`src/stop_reset_pkg.sv`:
```
// Constants for the stop-release and reset sequencer
package stop_reset_pkg;
  // ==========================================================
  // Timing
  localparam int unsigned STALL_PERIODS = 17;
  localparam logic [4:0] STALL_COUNT = 5'h11;
  localparam logic [15:0] RESET_VECTOR_LO = 16'h0000;
  localparam logic [15:0] RESET_VECTOR_HI = 16'h0001;
  // ==========================================================
  // Cause flag bit positions
  localparam int unsigned CAUSE_WDT_BIT = 0;
  localparam int unsigned CAUSE_CLM_BIT = 1;
  localparam int unsigned CAUSE_LVI_BIT = 2;
  localparam logic [2:0] CAUSE_RESET_VALUE = 3'h0;
  // ==========================================================
  // Sequencer states
  typedef enum logic [4:0] {
    ST_RESET = 5'b0_0001,
    ST_STALL = 5'b0_0010,
    ST_RUN = 5'b0_0100,
    ST_STOP = 5'b0_1000,
    ST_OSC_WAIT = 5'b1_0000
  } seq_state_e;
endpackage : stop_reset_pkg

```
`src/stop_reset_ctrl.sv`:
```
// Stop mode release, reset merging, restart stall and reset cause flags
//
// Behaviour
// - Unmasked request ends stop; after osc wait take vector if enabled, else next.
// - Mask 1 holds stop; mask 0 wakes; service needs enable, low priority needs isp.
// - External reset ends stop; reset processing after osc wait regardless of flags.
// - Pin, watchdog, clock monitor, power-on-clear, low voltage merge into one reset.
// - After reset execution starts from vector at 0000H/0001H.
// - During reset and following wait, ports float except one pin driven low.
// - After pin release, processor clock stalls 17 ring periods then runs on ring.
// - Watchdog and clock monitor resets self release, then same 17 period stall.
// - Power-on-clear and low voltage release when supply good, then 17 period stall.
// - During reset, main crystal and ring oscillator clocks are halted.
// - Reset out of stop keeps retained state; ports still float.
// - Cause register holds watchdog, clock monitor and low voltage flags, readable.
// - In stop, async port runs only when clocked from running timer a.
// - In stop, clocked serial port needs external clock; converter and monitor stop.
// - In stop, second interval timer runs only on ring clock over 128.
// - In stop, watch timer runs only when subsystem clock selected.
// - Low voltage reset leaves the detector and its configuration untouched.
// - Watchdog reset also reinitializes the watchdog timer.
`timescale 1ns/1ps
module stop_reset_ctrl
  import stop_reset_pkg::*;
(
  input wire logic clk_in,
  input wire logic rst_b_in,
  input wire logic ext_reset_b_in,
  input wire logic watchdog_overflow_in,
  input wire logic clock_monitor_stop_in,
  input wire logic power_on_clear_in,
  input wire logic low_voltage_detect_in,
  input wire logic ring_osc_tick_in,
  input wire logic stop_request_in,
  input wire logic osc_wait_done_in,
  input wire logic int_request_in,
  input wire logic interrupt_mask_flag_in,
  input wire logic interrupt_priority_flag_in,
  input wire logic global_interrupt_enable_in,
  input wire logic in_service_priority_flag_in,
  input wire logic cause_read_in,
  input wire logic uart_clk_from_timer_a_in,
  input wire logic eight_bit_timer_a_running_in,
  input wire logic csi_ext_clk_sel_in,
  input wire logic interval_timer_ring_div_sel_in,
  input wire logic watch_timer_subclk_sel_in,
  output logic internal_reset_out,
  output logic cpu_clk_enable_out,
  output logic main_osc_enable_out,
  output logic ring_osc_enable_out,
  output logic take_vector_out,
  output logic next_instr_out,
  output logic [15:0] fetch_vector_addr_out,
  output logic port_float_out,
  output logic forced_low_port_pin_out,
  output logic forced_low_port_pin_oe_out,
  output logic retain_state_out,
  output logic stop_mode_out,
  output logic [2:0] reset_cause_register_out,
  output logic watchdog_reinit_out,
  output logic lvd_config_reset_out,
  output logic async_serial_port_a_run_out,
  output logic clocked_serial_port_run_out,
  output logic converter_run_out,
  output logic clock_monitor_run_out,
  output logic interval_timer_run_out,
  output logic watch_timer_run_out
);

  // ==========================================================
  // Reset merging
  logic any_reset;
  logic pin_or_poc;
  assign any_reset = !ext_reset_b_in || watchdog_overflow_in || clock_monitor_stop_in ||
                     power_on_clear_in || low_voltage_detect_in;
  assign pin_or_poc = !ext_reset_b_in || power_on_clear_in;

  // ==========================================================
  // Sequencer
  seq_state_e state_reg, state_next;
  logic [4:0] stall_reg, stall_next;
  logic from_stop_reg, from_stop_next;
  logic reset_pend_reg, reset_pend_next;
  logic wake_svc_reg, wake_svc_next;
  logic take_vec_next, next_instr_next;
  logic wake_ok, svc_ok;

  assign wake_ok = int_request_in && !interrupt_mask_flag_in;
  assign svc_ok = global_interrupt_enable_in &&
                  (!interrupt_priority_flag_in || in_service_priority_flag_in);

  always_comb begin
    state_next = state_reg;
    stall_next = stall_reg;
    from_stop_next = from_stop_reg;
    reset_pend_next = reset_pend_reg;
    wake_svc_next = wake_svc_reg;
    take_vec_next = 1'b0;
    next_instr_next = 1'b0;
    case (state_reg)
      ST_RESET: begin
        stall_next = 5'h00;
        if (!any_reset) begin
          state_next = ST_STALL;
        end
      end
      ST_STALL: begin
        // Stall counted in ring oscillator periods, not system clocks
        if (any_reset) begin
          state_next = ST_RESET;
        end else if (ring_osc_tick_in) begin
          if (stall_reg == STALL_COUNT - 5'h01) begin
            state_next = ST_RUN;
            from_stop_next = 1'b0;
            take_vec_next = 1'b1;
          end else begin
            stall_next = stall_reg + 5'h01;
          end
        end
      end
      ST_RUN: begin
        if (any_reset) begin
          state_next = ST_RESET;
        end else if (stop_request_in) begin
          state_next = wake_ok ? ST_OSC_WAIT : ST_STOP;
          wake_svc_next = svc_ok;
          reset_pend_next = 1'b0;
        end
      end
      ST_STOP: begin
        if (!ext_reset_b_in) begin
          state_next = ST_OSC_WAIT;
          reset_pend_next = 1'b1;
          from_stop_next = 1'b1;
        end else if (any_reset) begin
          state_next = ST_RESET;
          from_stop_next = 1'b1;
        end else if (wake_ok) begin
          state_next = ST_OSC_WAIT;
          wake_svc_next = svc_ok;
        end
      end
      ST_OSC_WAIT: begin
        if (!ext_reset_b_in) begin
          reset_pend_next = 1'b1;
        end
        if (osc_wait_done_in) begin
          if (reset_pend_reg || !ext_reset_b_in) begin
            state_next = ST_RESET;
          end else begin
            state_next = ST_RUN;
            take_vec_next = wake_svc_reg;
            next_instr_next = !wake_svc_reg;
          end
        end
      end
      default: begin
        state_next = ST_RESET;
      end
    endcase
  end

  always_ff @(posedge clk_in or negedge rst_b_in) begin
    if (!rst_b_in) begin
      state_reg <= ST_RESET;
      stall_reg <= 5'h00;
      from_stop_reg <= 1'b0;
      reset_pend_reg <= 1'b0;
      wake_svc_reg <= 1'b0;
    end else begin
      state_reg <= state_next;
      stall_reg <= stall_next;
      from_stop_reg <= from_stop_next;
      reset_pend_reg <= reset_pend_next;
      wake_svc_reg <= wake_svc_next;
    end
  end

  // ==========================================================
  // Cause flags
  logic [2:0] cause_reg, cause_next;
  always_comb begin
    cause_next = cause_reg;
    if (cause_read_in || pin_or_poc) begin
      cause_next = CAUSE_RESET_VALUE;
    end
    // Set wins over a read clear in the same cycle
    if (watchdog_overflow_in) begin
      cause_next[CAUSE_WDT_BIT] = 1'b1;
    end
    if (clock_monitor_stop_in) begin
      cause_next[CAUSE_CLM_BIT] = 1'b1;
    end
    if (low_voltage_detect_in) begin
      cause_next[CAUSE_LVI_BIT] = 1'b1;
    end
  end

  always_ff @(posedge clk_in or negedge rst_b_in) begin
    if (!rst_b_in) begin
      cause_reg <= CAUSE_RESET_VALUE;
    end else begin
      cause_reg <= cause_next;
    end
  end

  // ==========================================================
  // Registered outputs
  logic in_reset_next;
  logic stop_next;
  logic internal_reset_next;
  logic cpu_clk_enable_next;
  logic main_osc_enable_next;
  logic ring_osc_enable_next;
  logic [15:0] fetch_vector_addr_next;
  logic port_float_next;
  logic pin_oe_next;
  logic retain_state_next;
  logic watchdog_reinit_next;
  logic lvd_config_reset_next;
  logic async_port_run_next;
  logic clocked_port_run_next;
  logic converter_run_next;
  logic clock_monitor_run_next;
  logic interval_timer_run_next;
  logic watch_timer_run_next;

  always_comb begin
    // Reset taken in stop floats ports through the wait
    in_reset_next = (state_next == ST_RESET) || (state_next == ST_STALL) ||
                    ((state_next == ST_OSC_WAIT) && reset_pend_next);
    stop_next = (state_next == ST_STOP);
    internal_reset_next = (state_next == ST_RESET);
    cpu_clk_enable_next = (state_next == ST_RUN);
    // Oscillators rest in every reset cycle, restart with the stall
    main_osc_enable_next = !any_reset && !internal_reset_next && !stop_next;
    ring_osc_enable_next = !any_reset && !internal_reset_next;
    fetch_vector_addr_next = (state_next == ST_STALL) ? RESET_VECTOR_HI :
                             RESET_VECTOR_LO;
    port_float_next = in_reset_next;
    pin_oe_next = in_reset_next;
    retain_state_next = from_stop_next && (state_next != ST_RUN);
    watchdog_reinit_next = any_reset &&
                           (watchdog_overflow_in || !low_voltage_detect_in);
    lvd_config_reset_next = any_reset && !low_voltage_detect_in;
    async_port_run_next = !stop_next ||
                          (uart_clk_from_timer_a_in && eight_bit_timer_a_running_in);
    clocked_port_run_next = !stop_next || csi_ext_clk_sel_in;
    converter_run_next = !stop_next;
    clock_monitor_run_next = !stop_next && !in_reset_next;
    interval_timer_run_next = !stop_next || interval_timer_ring_div_sel_in;
    watch_timer_run_next = !stop_next || watch_timer_subclk_sel_in;
  end

  always_ff @(posedge clk_in or negedge rst_b_in) begin
    if (!rst_b_in) begin
      internal_reset_out <= 1'b1;
      cpu_clk_enable_out <= 1'b0;
      main_osc_enable_out <= 1'b0;
      ring_osc_enable_out <= 1'b0;
      take_vector_out <= 1'b0;
      next_instr_out <= 1'b0;
      fetch_vector_addr_out <= RESET_VECTOR_LO;
      port_float_out <= 1'b1;
      forced_low_port_pin_out <= 1'b0;
      forced_low_port_pin_oe_out <= 1'b1;
      retain_state_out <= 1'b0;
      stop_mode_out <= 1'b0;
      reset_cause_register_out <= CAUSE_RESET_VALUE;
      watchdog_reinit_out <= 1'b0;
      lvd_config_reset_out <= 1'b0;
      async_serial_port_a_run_out <= 1'b0;
      clocked_serial_port_run_out <= 1'b0;
      converter_run_out <= 1'b0;
      clock_monitor_run_out <= 1'b0;
      interval_timer_run_out <= 1'b0;
      watch_timer_run_out <= 1'b0;
    end else begin
      internal_reset_out <= internal_reset_next;
      cpu_clk_enable_out <= cpu_clk_enable_next;
      main_osc_enable_out <= main_osc_enable_next;
      ring_osc_enable_out <= ring_osc_enable_next;
      take_vector_out <= take_vec_next;
      next_instr_out <= next_instr_next;
      fetch_vector_addr_out <= fetch_vector_addr_next;
      port_float_out <= port_float_next;
      forced_low_port_pin_out <= 1'b0;
      forced_low_port_pin_oe_out <= pin_oe_next;
      retain_state_out <= retain_state_next;
      stop_mode_out <= stop_next;
      reset_cause_register_out <= cause_next;
      watchdog_reinit_out <= watchdog_reinit_next;
      lvd_config_reset_out <= lvd_config_reset_next;
      async_serial_port_a_run_out <= async_port_run_next;
      clocked_serial_port_run_out <= clocked_port_run_next;
      converter_run_out <= converter_run_next;
      clock_monitor_run_out <= clock_monitor_run_next;
      interval_timer_run_out <= interval_timer_run_next;
      watch_timer_run_out <= watch_timer_run_next;
    end
  end

endmodule : stop_reset_ctrl

```
`config.mk`:
```
export PLATFORM = sky130hd
export DESIGN_NAME = stop_reset_ctrl
export DESIGN_NICKNAME = d
export VERILOG_FILES = /design/src/stop_reset_pkg.sv /design/src/stop_reset_ctrl.sv
export SDC_FILE = /design/constraint.sdc
export NUM_CORES = 1
export LEC_CHECK = 0
export ABC_AREA = 1
export BUFFER_PORTS_ARGS = -buffer_cell sky130_fd_sc_hd__buf_2
export CAP_MARGIN = 20
export CORE_ASPECT_RATIO = 2
export CORE_MARGIN = 2
export CORE_UTILIZATION = 45
export CTS_CLUSTER_DIAMETER = 120
export DETAILED_ROUTE_END_ITERATION = 10
export GPL_TIMING_DRIVEN = 0
export PLACE_DENSITY = 0.75
export SLEW_MARGIN = 0
export SYNTH_ARGS = -nofsm -noshare
export SYNTH_HDL_FRONTEND = slang
export SYNTH_SLANG_ARGS = --single-unit
```
`constraint.sdc`:
```
create_clock -name clk_in -period 1.45 [get_ports clk_in]
set_input_delay 0.145 -clock clk_in [delete_from_list [all_inputs] [get_ports clk_in]]
set_output_delay 0.145 -clock clk_in [all_outputs]
set_load 0.01 [all_outputs]
```
---- Yosys cells after proc, flatten, opt, wreduce, memory -nomap -nowiden ----
Index checks and enable logic that the tools add are counted.
storage, ports and cells
  flip-flop bits (word level) ............. 34
  bits of input ports ..................... 21
  word-level logic and storage cells ...... 136
operators by class
  add/sub/neg operators ................... 1
  equality and inequality tests ........... 20
  muxes and demuxes ....................... 47
  reduce and logical (&&, ||, !) cells .... 42
operators by type and width
  kind                                                              count
  5-bit two-way mux                                                 14
  1-bit two-way mux                                                 25
  5-bit case mux with 5 select lines                                1
  2-bit != test (second input constant)                             8
  5-bit == test (second input constant)                             3
  1-bit logical OR                                                  15
  5-bit by 1-bit == test with 1-bit output (second input constant)  2
  5-bit by 2-bit == test with 1-bit output (second input constant)  2
  5-bit by 3-bit == test with 1-bit output (second input constant)  2
  5-bit by 4-bit == test with 1-bit output (second input constant)  2
  1-bit logical AND                                                 10
  5-bit case mux with 2 select lines                                1
  2-bit nonzero test                                                5
  1-bit logical NOT                                                 9
  1-bit case mux with 2 select lines                                4
  3-bit two-way mux                                                 2
  6-bit AND reduction                                               1
  5-bit by 1-bit adder with 5-bit output (second input constant)    1
  5-bit by 3-bit != test with 1-bit output (second input constant)  1
  4-bit AND reduction                                               1
  2-bit OR reduction                                                1

---- Logic depth before layout (Yosys ltp) ----
  word-level depth ........................ 13
  mapped depth ............................ 10

---- Least setup slack after synthesis ----
No wires, ideal clock.
  path kind ............................... register -> register
  start point ............................. register state_reg[2]
  end point ............................... register stall_reg[2]
  arrival ................................. 1.330 ns
  data required time ...................... 1.332 ns
  path slack .............................. 0.002 ns
  stages on the path, launching flop included .. 10
  path buffers ............................ 1
  cell sequence ........................... dfrtp_1 nor2_2 inv_2 nor2_4 buf_6 nand2_2 a22oi_4 nand2_4 nand2_1 o21ai_2
on the way
  cells in the longest elaborated chain, start to end .. 3
ends and longest elaborated chain
  item                                                                                                         line                    RTL
  start: declaration                                                                                           stop_reset_ctrl.sv:80   seq_state_e state_reg, state_next;
  start signal: assignment                                                                                     stop_reset_ctrl.sv:171  state_reg <= state_next;
  5-bit by 2-bit == test with 1-bit output / 5-bit by 1-bit == test with 1-bit output (equally long branches)  stop_reset_ctrl.sv:100  case (state_reg)
  2-bit != test (no line) / 2-bit nonzero test (equally long branches)                                         n/a
  4-bit AND reduction (no line)                                                                                n/a
  end signal: assignment                                                                                       stop_reset_ctrl.sv:172  stall_reg <= stall_next;
  end: declaration                                                                                             stop_reset_ctrl.sv:81   logic [4:0] stall_reg, stall_next;
Parallel ways exist; a longest one is shown, timed or not.
A chain may end at the register's enable or synchronous reset.

---- Worst setup path after layout ----
Same ends and word-level chain as after synthesis.

==> results.md <==
- Status: finished, violations left
- Failing checks: negative setup slack
- Crit path max fanout: 6
- Cts bufs inserted: 5
- Worst Skew: 0.003183 ns
- Starting Density: 0.4614
- Clk Latency, worst-skew pair: 0.28 ns
- Slowest CP cell: dfrtp_2
- Hold_ws: between 0.03 and 0.04 ns
- Cell variety after synth: 31
- Layout fillers: 340
- GRT overflow: 0
- Antenna Nets Post-Route: 0
- Tcrit/Tclk final: 1.090
- Most frequent cells in the layout: buf_2, buf_4, dfrtp_1, nand2_1, inv_1
- Die H: between 90 and 100 um
- Overall Global Routing Usage: 0.1895
- PortBufs: 42
- Ant diodes: 0
- Final core utilization: 0.6211
- 1st-pass router iterations: 4
- Worst setup SP type: flip-flop
- Max-cap viol count: 0
- CTS tree: yes
- Synth Register Bits: 34
- R2r setup slk: -0.13 ns
- Most common cell after layout, fill and taps aside: buf_2
- CP Data Required Time: 1.63 ns
- CP Capture Point: stall_reg[2]$_DFFE_PN0P_
- Die span in x: roughly 49 um
- Net load switching power: ~0.73 mW
- First DRT Iteration DRCs: 16
- Layout cells sized above 1: 0.4704
- Final WL: around 4000 um
- Die Area: about 4700 um^2
- Number of H-tree levels: 2
- Cell total after placement: just over 300
- Footprint of the multi-input gates: 872.1 um^2
- RR Startpoint: state_reg[2]$_DFF_PN0_
- Asr flop ratio synth: 1.000
- First-pass GRT wire length: about 6700 um
- Slew Limit Fails: 0
- Initial antenna violation count: 0
- CP Launch Point: state_reg[2]$_DFF_PN0_
- GPL Wtd Cong: between 0.8 and 0.9
- # rows: 33
- Fin Setup TNS: -1.231 ns
- Synthesized area per cell: slightly above 9 um^2
- Post-route setup slack: -0.1299 ns
- Tot Pwr: 2.387 mW
- Post-layout nets: 309
- # clock sinks: 34
- Clock slew at reported path FFs: roughly 0.060 ns
- Kind of critical path: flip-flop to flip-flop
- Clk network pwr share: 0.272
- IO Pins: between 50 and 60
- Max frequency: around 0.63 GHz
- Pin count of the biggest net entering global routing: 35
- Clock period minus worst slack: approximately 1.6 ns
- Cell-by-cell listing of the critical path: nor2_4 -> inv_2 -> nor2_4 -> buf_6 -> nand2_4 -> a22oi_4 -> nand2_4 -> nand2_1 -> o21ai_2
- Via Count: about 1600
- Logic pwr share: 0.278
- Sequential Power Share: 0.449
- Vias in the first global route: around 1600
- Part of the Yosys area used for sequential elements: 0.4624
- DP Area: 2180 um^2
- FF-to-FF path depth: 9
- Root Driver: clkbuf_8
- Power Density: around 960 nW/um^2
- Fin. Hold Viols: 0
- RSZ-0062 raised after global routing: yes
- Worst-Margin Slew: between 0.7 and 0.8 ns
- Layout Cells excl Fill: approximately 340
- Peak VDD IR: a little over 0.7 mV
- Final Instance Area: about 2500 um^2
- Crit-path max cell delay: around 0.45 ns
- Core ar.: about 4000 um^2
- Drt wl/cell: about 12 um
- Static Leakage: approximately 1.3 nW
- Arrival time worst endpoint: 1.76 ns
- Pre-CTS setup slack: -0.1790 ns
- Critical Path End Type: flip-flop
- Max clock buf depth: 2
- # setup viols final: 14
- Storage cell area: 855.8 um^2
- P_int: roughly 1.7 mW
- Ys Warns: 0
- Syn Inst Count: about 200
- Post-Syn Area: 1848 um^2
- Number of synthesized flops with an enable pin: 0
- Drc violations: 0
- Drt via density: between 4 and 5
- Main flop type after synthesis: dfrtp_1
- Sw Ratio: 0.3066
- Hold WC Path Type: input port to flip-flop
- DP HPWL: between 2000 and 3000 um
- Slew margin rel.: 0.5138
- Synth-to-layout area growth: 34.60%
- Worst R2R End: stall_reg[2]$_DFFE_PN0P_
cells in the mapped netlist (2+ instances only):
library cell	n	area share
inv_2	5	0.010
or2_1	3	0.010
nand4_1	7	0.024
nand2_4	2	0.012
or2_2	2	0.0068
inv_1	20	0.041
ha_1	2	0.014
nand2_2	5	0.017
nor2_1	13	0.026
o21ai_1	3	0.0081
nand2_1	32	0.065
buf_6	2	0.012
dfrtp_1	31	0.42
nand3_2	3	0.016
a31o_2	2	0.0095
nand3_4	2	0.019
o21ai_2	4	0.019
a21oi_1	3	0.0081
o21ai_0	7	0.019
nand3_1	18	0.049
buf_4	17	0.069
nor2_2	3	0.010
dfstp_2	3	0.043
xor2_1	2	0.0095
nor2_4	5	0.030
kinds of logic (layout without fill, tap and decap cells):
group,after synthesis,in the layout,share of synthesized area
and+or+nand+nor,97,98,0.2925
other,1,16,0.002029
xor gates and xnor gates,2,2,0.009480
DFF,34,34,0.4624
buffers and inverters,44,113,0.1320
adders and majority gates,2,2,0.01354
AOI/OAI and AO/OA,22,22,0.08801
how the worst min path moves through the flow:
stage	startpoint	endpoint	slack [ns]	depth (start not counted)
final	low_voltage_detect_in	lvd_config_reset_out$_DFF_PN0_	0.04	2
after detailed placement	rst_b_in	stall_reg[3]$_DFFE_PN0P_	0.25	1
after global placement	rst_b_in	stall_reg[3]$_DFFE_PN0P_	0.24	1
after floorplan	rst_b_in	async_serial_port_a_run_out$_DFF_PN0_	-0.15	0
after CTS	low_voltage_detect_in	lvd_config_reset_out$_DFF_PN0_	0.03	2
after global routing	low_voltage_detect_in	lvd_config_reset_out$_DFF_PN0_	0.04	2
final cells by class:
type | count | share of cell area
plain buffers | 19 | 0.06036
clock buffers | 8 | 0.03219
inverters | 25 | 0.03773
multi-input cells | 140 | 0.3506
flip-flops and latches | 34 | 0.3441
well taps | 52 | 0.02616
repair buffers | 61 | 0.1489
worst max-delay path, delay by kind of cell (launching register included):
kind	cells	cell delay (ns)
flip-flops	1	0.45
buffers and inverters	2	0.23
AO/OA/AOI/OAI	2	0.23
AND/OR/NAND/NOR	5	0.55
routing by layer:
layer,up-vias,track usage,part of all wire
met3,12,0.03481,0.048
met5,-,0,0
li1,786,-,-
met1,733,0.2104,0.38
met2,56,0.3243,0.53
met4,0,0.1262,0.036
power groups by stage:
stage	sequential (mW)	clock (mW)	combinational (mW)
finish	1.07	0.650	0.664
global route	1.08	0.705	0.733
CTS	1.07	0.673	0.629
detailed placement	1.09	0	0.551
global placement	1.09	0	0.543
floorplan	1.11	0	0.372
what timing repair did:
action                                  in CTS  in global routing
gates cloned                                 1                  0
endpoints found under the setup margin      12                 18
endpoints found under the hold margin       31                  0
pin swaps                                    9                  5
setup buffers                               15                  3
resized for setup                            9                 14
hold buffers                                 1                  0
No activity file was read; power rests on OpenSTA's default activity.
